$ cat src/common/satc_defs.svh
`ifndef SATC_DEFS_SVH
`define SATC_DEFS_SVH

// ==========================================================================
// Register indices; the byte address is four times the index.
// ==========================================================================
`define SATC_IDX_PWR 16'hF051
`define SATC_IDX_RDY 16'hF60F
`define SATC_IDX_CS_R 16'hF620
`define SATC_IDX_UD_L 16'hF630
`define SATC_IDX_UD_R 16'hF640
`define SATC_IDX_VB_L 16'hF650
`define SATC_IDX_VB_R 16'hF660
`define SATC_IDX_PB_L 16'hF670
`define SATC_IDX_PB_R 16'hF680
`define SATC_IDX_TX_EN 16'hF690
`define SATC_IDX_TX_CTRL 16'hF691
`define SATC_IDX_IRQ_STAT 16'hF700
`define SATC_IDX_IRQ_EN 16'hF701
`define SATC_IDX_IRQ_CLR 16'hF702
`define SATC_BANK_STRIDE 16'h0010

// ==========================================================================
// Geometry, fields and reset values.
// ==========================================================================
`define SATC_NBANKS 7
`define SATC_BANK_WORDS 12
`define SATC_FRAMES 192
`define SATC_LAST_FRAME 8'hBF
`define SATC_TX_OUTPUT_ON_BIT 0
`define SATC_TXPWR_BIT 2
`define SATC_RST_ZERO 16'h0000
`define SATC_PWR_RST 16'h0000
`define SATC_MAX_WL 24
`define SATC_MASK_24 24'hFFFFFF
`define SATC_MASK_20 24'hFFFFF0
`define SATC_MASK_16 24'hFFFF00
`define SATC_CS_MAXLEN_BIT 32
`define SATC_CS_LEN_LO 33
`define SATC_CS_CODE_SHORT 3'h1
`define SATC_IRQ_DONE_BIT 0
`define SATC_IRQ_SYNC_BIT 1
`define SATC_RESP_OKAY 2'h0
`define SATC_RESP_SLVERR 2'h2

`endif

$ cat src/common/satc_pkg.sv
package satc_pkg;
   typedef enum logic [1:0] {
      SATC_WL_24,
      SATC_WL_20,
      SATC_WL_16,
      SATC_WL_AUTO
   } satc_wlen_e;
   typedef logic [15:0] satc_word_t;
endpackage : satc_pkg

$ cat src/hw/satc_top.sv
`timescale 1ns/1ps
`include "satc_defs.svh"

module satc_top #(
   parameter int SAMPLE_W = 32,
   parameter int ADDR_W = 18
) (
   input wire logic aclk,
   input wire logic aresetn,
   input wire logic [ADDR_W-1:0] s_axi_awaddr,
   input wire logic [2:0] s_axi_awprot,
   input wire logic s_axi_awvalid,
   output logic s_axi_awready,
   input wire logic [31:0] s_axi_wdata,
   input wire logic [3:0] s_axi_wstrb,
   input wire logic s_axi_wvalid,
   output logic s_axi_wready,
   output logic [1:0] s_axi_bresp,
   output logic s_axi_bvalid,
   input wire logic s_axi_bready,
   input wire logic [ADDR_W-1:0] s_axi_araddr,
   input wire logic [2:0] s_axi_arprot,
   input wire logic s_axi_arvalid,
   output logic s_axi_arready,
   output logic [31:0] s_axi_rdata,
   output logic [1:0] s_axi_rresp,
   output logic s_axi_rvalid,
   input wire logic s_axi_rready,
   input wire logic rx_frame_stb,
   input wire logic rx_block_start,
   input wire logic rx_cs_right,
   input wire logic rx_userbits_left,
   input wire logic rx_userbits_right,
   input wire logic rx_validity_left,
   input wire logic rx_validity_right,
   input wire logic rx_parity_left,
   input wire logic rx_parity_right,
   input wire logic tx_frame_tick,
   input wire logic [SAMPLE_W-1:0] tx_sample_left,
   input wire logic [SAMPLE_W-1:0] tx_sample_right,
   output logic [23:0] tx_word_left,
   output logic [23:0] tx_word_right,
   output logic tx_word_valid,
   output satc_pkg::satc_wlen_e tx_word_len,
   output logic tx_output_on,
   output logic transmitter_power_on,
   output logic aux_block_complete_flag,
   output logic irq
);
   import satc_pkg::*;

   // =======================================================================
   // Helpers.
   // =======================================================================
   function automatic satc_word_t merge16(input satc_word_t old, input logic [31:0] data,
                                          input logic [3:0] strb);
      satc_word_t r;
      r = old;
      if (strb[0]) begin
         r[7:0] = data[7:0];
      end
      if (strb[1]) begin
         r[15:8] = data[15:8];
      end
      return r;
   endfunction : merge16

   function automatic logic [15:0] bank_base(input int b);
      return `SATC_IDX_CS_R + 16'(b) * `SATC_BANK_STRIDE;
   endfunction : bank_base

   // =======================================================================
   // Receiver capture banks.
   // =======================================================================
   logic [`SATC_NBANKS-1:0] rx_bits;
   logic [191:0] bank_q [`SATC_NBANKS];
   logic [191:0] bank_d [`SATC_NBANKS];
   logic [7:0] frame_cnt_q;
   logic [7:0] frame_cnt_d;
   logic [7:0] frame_idx;
   logic rdy_q;
   logic rdy_d;
   logic ev_done;
   logic ev_sync;

   assign rx_bits = {rx_parity_right, rx_parity_left, rx_validity_right,
                     rx_validity_left, rx_userbits_right, rx_userbits_left, rx_cs_right};
   assign frame_idx = rx_block_start ? 8'h00 : frame_cnt_q;

   // The block-start marker resynchronises the counter so a lost frame only
   // corrupts one block, never every block after it.
   always_comb begin
      frame_cnt_d = frame_cnt_q;
      rdy_d = rdy_q;
      ev_done = 1'b0;
      ev_sync = 1'b0;
      if (rx_frame_stb) begin
         ev_sync = rx_block_start && (frame_cnt_q != 8'h00);
         if (frame_idx == `SATC_LAST_FRAME) begin
            frame_cnt_d = 8'h00;
            rdy_d = 1'b1;
            ev_done = 1'b1;
         end else begin
            frame_cnt_d = frame_idx + 8'h01;
            if (frame_idx == 8'h00) begin
               rdy_d = 1'b0;
            end
         end
      end
   end

   always_ff @(posedge aclk) begin
      if (!aresetn) begin
         frame_cnt_q <= 8'h00;
         rdy_q <= 1'b0;
      end else begin
         frame_cnt_q <= frame_cnt_d;
         rdy_q <= rdy_d;
      end
   end

   // Bank order: right status, user left/right, validity left/right, parity
   // left/right.
   for (genvar g = 0; g < `SATC_NBANKS; g++) begin : g_bank
      always_comb begin
         bank_d[g] = bank_q[g];
         if (rx_frame_stb) begin
            bank_d[g][frame_idx] = rx_bits[g];
         end
      end
      always_ff @(posedge aclk) begin
         if (!aresetn) begin
            bank_q[g] <= '0;
         end else begin
            bank_q[g] <= bank_d[g];
         end
      end
   end

   // =======================================================================
   // Read decode.
   // =======================================================================
   function automatic logic [16:0] read_reg(input logic [15:0] idx, input satc_word_t en,
                                            input satc_word_t ctrl, input satc_word_t pwr,
                                            input satc_word_t ist, input satc_word_t ien,
                                            input logic rdy);
      logic [16:0] r;
      logic [3:0] w;
      r = {1'b1, 16'h0000};
      w = idx[3:0];
      for (int b = 0; b < `SATC_NBANKS; b++) begin
         if (idx >= bank_base(b) && idx < bank_base(b) + 16'(`SATC_BANK_WORDS)) begin
            r = {1'b0, bank_q[b][16*w +: 16]};
         end
      end
      case (idx)
         `SATC_IDX_RDY: r = {1'b0, 15'h0000, rdy};
         `SATC_IDX_TX_EN: r = {1'b0, en};
         `SATC_IDX_TX_CTRL: r = {1'b0, ctrl};
         `SATC_IDX_PWR: r = {1'b0, pwr};
         `SATC_IDX_IRQ_STAT: r = {1'b0, ist};
         `SATC_IDX_IRQ_EN: r = {1'b0, ien};
         `SATC_IDX_IRQ_CLR: r = {1'b0, 16'h0000};
         default: r = r;
      endcase
      return r;
   endfunction : read_reg

   function automatic logic is_mapped(input logic [15:0] idx);
      logic m;
      m = 1'b0;
      for (int b = 0; b < `SATC_NBANKS; b++) begin
         if (idx >= bank_base(b) && idx < bank_base(b) + 16'(`SATC_BANK_WORDS)) begin
            m = 1'b1;
         end
      end
      case (idx)
         `SATC_IDX_RDY, `SATC_IDX_TX_EN, `SATC_IDX_TX_CTRL, `SATC_IDX_PWR,
         `SATC_IDX_IRQ_STAT, `SATC_IDX_IRQ_EN, `SATC_IDX_IRQ_CLR: m = 1'b1;
         default: m = m;
      endcase
      return m;
   endfunction : is_mapped

   // =======================================================================
   // Control registers and the write channel.
   // =======================================================================
   satc_word_t en_q, en_d, ctrl_q, ctrl_d, pwr_q, pwr_d;
   satc_word_t ist_q, ist_d, ien_q, ien_d;
   logic [15:0] aw_idx_q, aw_idx_d;
   logic [31:0] wdat_q, wdat_d;
   logic [3:0] wstrb_q, wstrb_d;
   logic aw_full_q, aw_full_d, w_full_q, w_full_d;
   logic awready_d, wready_d, bvalid_d, irq_d;
   logic [1:0] bresp_d;
   logic do_write;
   satc_word_t clr;

   assign do_write = aw_full_q && w_full_q && !s_axi_bvalid;

   always_comb begin
      aw_idx_d = aw_idx_q;
      wdat_d = wdat_q;
      wstrb_d = wstrb_q;
      aw_full_d = aw_full_q;
      w_full_d = w_full_q;
      bvalid_d = s_axi_bvalid;
      bresp_d = s_axi_bresp;
      en_d = en_q;
      ctrl_d = ctrl_q;
      pwr_d = pwr_q;
      ien_d = ien_q;
      clr = 16'h0000;
      if (s_axi_awvalid && s_axi_awready) begin
         aw_idx_d = s_axi_awaddr[17:2];
         aw_full_d = 1'b1;
      end
      if (s_axi_wvalid && s_axi_wready) begin
         wdat_d = s_axi_wdata;
         wstrb_d = s_axi_wstrb;
         w_full_d = 1'b1;
      end
      if (s_axi_bvalid && s_axi_bready) begin
         bvalid_d = 1'b0;
      end
      if (do_write) begin
         aw_full_d = 1'b0;
         w_full_d = 1'b0;
         bvalid_d = 1'b1;
         bresp_d = is_mapped(aw_idx_q) ? `SATC_RESP_OKAY : `SATC_RESP_SLVERR;
         // Capture banks, ready flag and status take no write at all.
         case (aw_idx_q)
            `SATC_IDX_TX_EN: en_d = merge16(en_q, wdat_q, wstrb_q);
            `SATC_IDX_TX_CTRL: ctrl_d = merge16(ctrl_q, wdat_q, wstrb_q);
            `SATC_IDX_PWR: pwr_d = merge16(pwr_q, wdat_q, wstrb_q);
            `SATC_IDX_IRQ_EN: ien_d = merge16(ien_q, wdat_q, wstrb_q);
            `SATC_IDX_IRQ_CLR: clr = merge16(16'h0000, wdat_q, wstrb_q);
            default: clr = 16'h0000;
         endcase
      end
      // A new event wins over a clear in the same cycle.
      ist_d = ist_q & ~clr;
      ist_d[`SATC_IRQ_DONE_BIT] = ist_d[`SATC_IRQ_DONE_BIT] | ev_done;
      ist_d[`SATC_IRQ_SYNC_BIT] = ist_d[`SATC_IRQ_SYNC_BIT] | ev_sync;
      irq_d = |(ist_d & ien_d);
      awready_d = !aw_full_d && !bvalid_d;
      wready_d = !w_full_d && !bvalid_d;
   end

   always_ff @(posedge aclk) begin
      if (!aresetn) begin
         en_q <= `SATC_RST_ZERO;
         ctrl_q <= `SATC_RST_ZERO;
         pwr_q <= `SATC_PWR_RST;
         ist_q <= `SATC_RST_ZERO;
         ien_q <= `SATC_RST_ZERO;
         aw_idx_q <= 16'h0000;
         wdat_q <= 32'h00000000;
         wstrb_q <= 4'h0;
         aw_full_q <= 1'b0;
         w_full_q <= 1'b0;
         s_axi_awready <= 1'b0;
         s_axi_wready <= 1'b0;
         s_axi_bvalid <= 1'b0;
         s_axi_bresp <= `SATC_RESP_OKAY;
         irq <= 1'b0;
         transmitter_power_on <= 1'b0;
         aux_block_complete_flag <= 1'b0;
      end else begin
         en_q <= en_d;
         ctrl_q <= ctrl_d;
         pwr_q <= pwr_d;
         ist_q <= ist_d;
         ien_q <= ien_d;
         aw_idx_q <= aw_idx_d;
         wdat_q <= wdat_d;
         wstrb_q <= wstrb_d;
         aw_full_q <= aw_full_d;
         w_full_q <= w_full_d;
         s_axi_awready <= awready_d;
         s_axi_wready <= wready_d;
         s_axi_bvalid <= bvalid_d;
         s_axi_bresp <= bresp_d;
         irq <= irq_d;
         transmitter_power_on <= pwr_d[`SATC_TXPWR_BIT];
         aux_block_complete_flag <= rdy_d;
      end
   end

   // =======================================================================
   // Read channel.
   // =======================================================================
   logic arready_d, rvalid_d;
   logic [31:0] rdata_d;
   logic [1:0] rresp_d;
   logic [16:0] rd;

   always_comb begin
      arready_d = s_axi_arready;
      rvalid_d = s_axi_rvalid;
      rdata_d = s_axi_rdata;
      rresp_d = s_axi_rresp;
      rd = read_reg(s_axi_araddr[17:2], en_q, ctrl_q, pwr_q, ist_q, ien_q, rdy_q);
      if (s_axi_rvalid && s_axi_rready) begin
         rvalid_d = 1'b0;
         arready_d = 1'b1;
      end
      if (s_axi_arvalid && s_axi_arready) begin
         rvalid_d = 1'b1;
         arready_d = 1'b0;
         rdata_d = {16'h0000, rd[15:0]};
         rresp_d = rd[16] ? `SATC_RESP_SLVERR : `SATC_RESP_OKAY;
      end
   end

   always_ff @(posedge aclk) begin
      if (!aresetn) begin
         s_axi_arready <= 1'b0;
         s_axi_rvalid <= 1'b0;
         s_axi_rdata <= 32'h00000000;
         s_axi_rresp <= `SATC_RESP_OKAY;
      end else begin
         s_axi_arready <= arready_d || (!s_axi_arready && !s_axi_rvalid && !rvalid_d);
         s_axi_rvalid <= rvalid_d;
         s_axi_rdata <= rdata_d;
         s_axi_rresp <= rresp_d;
      end
   end

   // =======================================================================
   // Transmitter word path.
   // =======================================================================
   satc_wlen_e auto_len, eff_len, len_d;
   logic [23:0] mask, word_l_d, word_r_d;
   logic on_d, valid_d;
   logic [2:0] cs_code;

   assign cs_code = bank_q[0][`SATC_CS_LEN_LO +: 3];

   // Only the lengths this transmitter can send are decoded; any other code
   // falls back to the stream's maximum.
   always_comb begin
      if (bank_q[0][`SATC_CS_MAXLEN_BIT]) begin
         auto_len = (cs_code == `SATC_CS_CODE_SHORT) ? SATC_WL_20 : SATC_WL_24;
      end else begin
         auto_len = (cs_code == `SATC_CS_CODE_SHORT) ? SATC_WL_16 : SATC_WL_20;
      end
   end

   always_comb begin
      eff_len = satc_wlen_e'(ctrl_q[1:0]);
      if (eff_len == SATC_WL_AUTO) begin
         eff_len = auto_len;
      end
      case (eff_len)
         SATC_WL_20: mask = `SATC_MASK_20;
         SATC_WL_16: mask = `SATC_MASK_16;
         default: mask = `SATC_MASK_24;
      endcase
      len_d = tx_word_len;
      on_d = tx_output_on;
      word_l_d = tx_word_left;
      word_r_d = tx_word_right;
      valid_d = 1'b0;
      if (tx_frame_tick) begin
         len_d = eff_len;
         on_d = en_q[`SATC_TX_OUTPUT_ON_BIT];
         valid_d = 1'b1;
         // Top bits kept, low bits cut; never wider than the line allows.
         word_l_d = tx_sample_left[SAMPLE_W-1 -: `SATC_MAX_WL] & mask;
         word_r_d = tx_sample_right[SAMPLE_W-1 -: `SATC_MAX_WL] & mask;
         if (!en_q[`SATC_TX_OUTPUT_ON_BIT]) begin
            word_l_d = 24'h000000;
            word_r_d = 24'h000000;
         end
      end
   end

   always_ff @(posedge aclk) begin
      if (!aresetn) begin
         tx_word_len <= SATC_WL_24;
         tx_output_on <= 1'b0;
         tx_word_left <= 24'h000000;
         tx_word_right <= 24'h000000;
         tx_word_valid <= 1'b0;
      end else begin
         tx_word_len <= len_d;
         tx_output_on <= on_d;
         tx_word_left <= word_l_d;
         tx_word_right <= word_r_d;
         tx_word_valid <= valid_d;
      end
   end

endmodule : satc_top

$ cat config.mk
export PLATFORM = sky130hd
export DESIGN_NAME = satc_top
export DESIGN_NICKNAME = d
export VERILOG_FILES = /design/src/common/satc_pkg.sv /design/src/hw/satc_top.sv
export VERILOG_INCLUDE_DIRS = /design/src /design/src/common
export SDC_FILE = /design/constraint.sdc
export NUM_CORES = 2
export LEC_CHECK = 0
export BUFFER_PORTS_ARGS = -buffer_cell sky130_fd_sc_hd__buf_2
export CORE_UTILIZATION = 45
export CTS_CLUSTER_DIAMETER = 120
export DETAILED_ROUTE_END_ITERATION = 12
export HOLD_SLACK_MARGIN = 0.03
export PLACE_DENSITY = 0.69
export SYNTH_ARGS = -nofsm -noshare
export SYNTH_HDL_FRONTEND = slang
export SYNTH_SLANG_ARGS = --single-unit
$ cat constraint.sdc
create_clock -name aclk -period 3.3 [get_ports aclk]
set_input_delay 0.33 -clock aclk [delete_from_list [all_inputs] [get_ports aclk]]
set_output_delay 0.33 -clock aclk [all_outputs]
set_load 0.1 [all_outputs]
==> metrics.txt <==
Setup CP Type=reg2reg; Pins Over Slew Limit=0; die width=393 um; CTS Buf Count=157; R2R depth=8; TritonCTS Sinks=1545; RSZ-0062 raised after global routing=false; clock network latency to the later pin of the worst-skew pair=830 ps; antenna violations before repair=8; Clock Tree Root=clkbuf_16; Layout Skew=42.4 ps; CORE AREA=152000 um2; final setup vio count=0; Via density=6.01; hold path startpoint=rx_validity_left; top flop regs=bank_q: 1344 flops, tx_word_left: 24 flops, tx_word_right: 24 flops; final non-filler cell total=9940; port buffer count=192; status=finished clean; GR Util met2=44.0%; R2R Path End=tx_word_left[3]; Worst-path clk slew=60 ps; die area=154000 um2; max reg flops=1344; Post-Layout Inst Area=79300 um2; total wire length=220000 um; Layout Nets=7946; switch share=24.0%; FMAX=311 MHz; period utilization=97.3%; busiest grt layer=met2; synthesized instance count=7720; Tmin final=3210 ps; P_int=0.0303 W; share of post-route cells with drive strength above 1=15.1%; vias=59.8k; GRT Overall Usage=27.7%; met3 Resource Use GR=6.00%; most frequent cells in the layout=dfxtp_1, nand2_1, a21oi_1; cell taking the most area after synthesis=dfxtp_1; Worst Setup End Kind=flop; Placed Area=72700 um2; Inst Count DP=9543; Initial DRC Count=7306; most common flop cell mapped by yosys=dfxtp_1; fillers=13.3k; PostCTS Resize Cnt=0; hold depth=4; number of synthesized register bits=1545; ys async rst share=0%; Buf+Inv Stages, Crit Path=1; Min-Delay Path Class=in2reg; CTS tree=yes; reg-to-reg startpoint=bank_q[0][33]; Cell Area, Synth=68800 um2; worst-path cell chain=nor3b_1 -> ha_1 -> o21ai_0 -> ha_1 -> and2_1 -> nand3_1 -> dlygate4sd3_1 -> a21oi_1; Reg with most FFs=bank_q; standard-cell rows=143; R2R setup slack=90 ps; Synth Area per Inst=8.91 um2; CP top delay family=simple AND/OR/NAND/NOR gates; CP Launch Type=flop; relative max-transition margin=21.1%; Crit path largest cell delay=620 ps; gpl congestion=0.926; DR pass1 iterations=9; P&R area growth vs syn=15.2%; Ports=255; met1 Track Usage GR=36.3%; data arrival time of the worst path=3980 ps; Worst-Margin Slew=1180 ps; H-tree Lvls=4; Routed Antenna Nets=0; setup tns final=0 ps; max-capacitance violation count=0; Final Power=0.0398 W; Logic pwr share=5.6%; static leakage=28.0 nW; Hold Path End=bank_q[0][699]; power density over the cells=503 nW/um2; Flop pwr share=47.1%; EDFF count, synth=0; cell mode on critical path=ha_1; Remaining DRCs=0; Worst EP required=4070 ps; Switching Power=0.00957 W; pin count of the biggest net entering global routing=118; Unique masters post-synth=88; initial core utilization=45.3%; worst vdd ir=559 uV; DP Wirelength=136000 um; crit-path max FO=8; synth warn=0; Area contributors post-synth=dfxtp_1, mux2i_1, mux4_2; power share of the clock group=47.3%; worst-case hold slack=61.6 ps; top-area cell type share of the netlist area=45.0%; commonest non-fill, non-tap cell in the layout=dfxtp_1; grt ovf=0; maximum clock insertion buffer count=3; crit path max-delay cell type=nor3b_1; register area share after synthesis=45.0%; Die Span Y=393 um; first-pass GRT wire length=336000 um; vias in the first global route=57.0k; routed len/inst=22.1 um; Fin. Hold Viols=0
[what timing repair did]
item                      4_1_cts  5_1_grt
setup buffers                   0        0
hold endpoints to repair      227        0
hold buffers                  109        0
[layer usage]
metal / up-vias / routed length, um
li1: 27200 / -
met1: 29000 / 88700
met2: 3005 / 99800
met3: 577 / 21600
met4: 6 / 9390
met5: - / 41
[synth_stat cells, drive strengths merged, types with 17 or more instances]
cell type	count
a221oi	22
inv	31
nor2	646
a22oi	48
a211oi	17
o21ai	103
mux2i	672
nand2	1308
dfxtp	1545
a222oi	21
and2	25
mux4	286
a31oi	18
a21oi	998
nand2b	23
buf	214
clkbuf	545
nand3	934
o221ai	23
o22ai	50
[power groups by stage]
| stage | Sequential [W] | Combinational [W] | Clock [W] |
|---|---|---|---|
| 2_1_floorplan | 0.0193 | 0.00128 | 0 |
| 3_3_place_gp | 0.0192 | 0.00207 | 0 |
| 3_5_place_dp | 0.0192 | 0.00209 | 0 |
| 4_1_cts | 0.0188 | 0.00218 | 0.0189 |
| 5_1_grt | 0.0188 | 0.00232 | 0.0197 |
| 6_report | 0.0188 | 0.00223 | 0.0188 |
[cell type report]
cell class	count	area, um2	share of cell area, %
multi-input combinational	5401	34500	43.6
clock buffer	224	4570	5.77
clock inverter	60	898	1.13
sequential	1545	30900	39.0
antenna	4	10.0	0.0126
inverter	32	133	0.167
tap	2030	2540	3.20
timing repair buffer	644	5650	7.12
[kinds of logic after synthesis]
kind of cell             Yosys count  share of synthesized area (%)
other                              1                        0.00545
multiplexers                     965                           19.3
flip-flops                      1545                           45.0
AO/OA/AOI/OAI                   1367                           11.2
adder cells (fa/ha/maj)            6                          0.109
AND/OR/NAND/NOR                 3045                           19.4
buffers and inverters            791                           5.10
[how the worst max path moves through the flow]
stage | from | endpoint | slack, ps | cells after the start
final | bank_q[0][33] | tx_word_left[3] | 90 | 8
after global routing | bank_q[0][33] | tx_word_right[0] | 4 | 8
after CTS | bank_q[0][33] | tx_word_right[3] | 180 | 8
after detailed placement | s_axi_araddr[2] | s_axi_rdata[6] | -40 | 11
after global placement | s_axi_araddr[2] | s_axi_rdata[6] | -30 | 11
after floorplan | rx_block_start | bank_q[0][152] | 750 | 12
[stage by stage]
step	setup slack, ps	utilization, %
finish	89.0	52.2
global route	4.24	52.2
CTS	182	52.2
detailed placement	-36.8	47.9
global placement	-31.4	47.9
floorplan	748	-
[worst min-delay path, cell delays in order]
cell and delay (ps):
buf_6 110, buf_12 180, nand3_1 110, a21oi_1 50
Note: power is estimated with default switching activity, not from simulation.
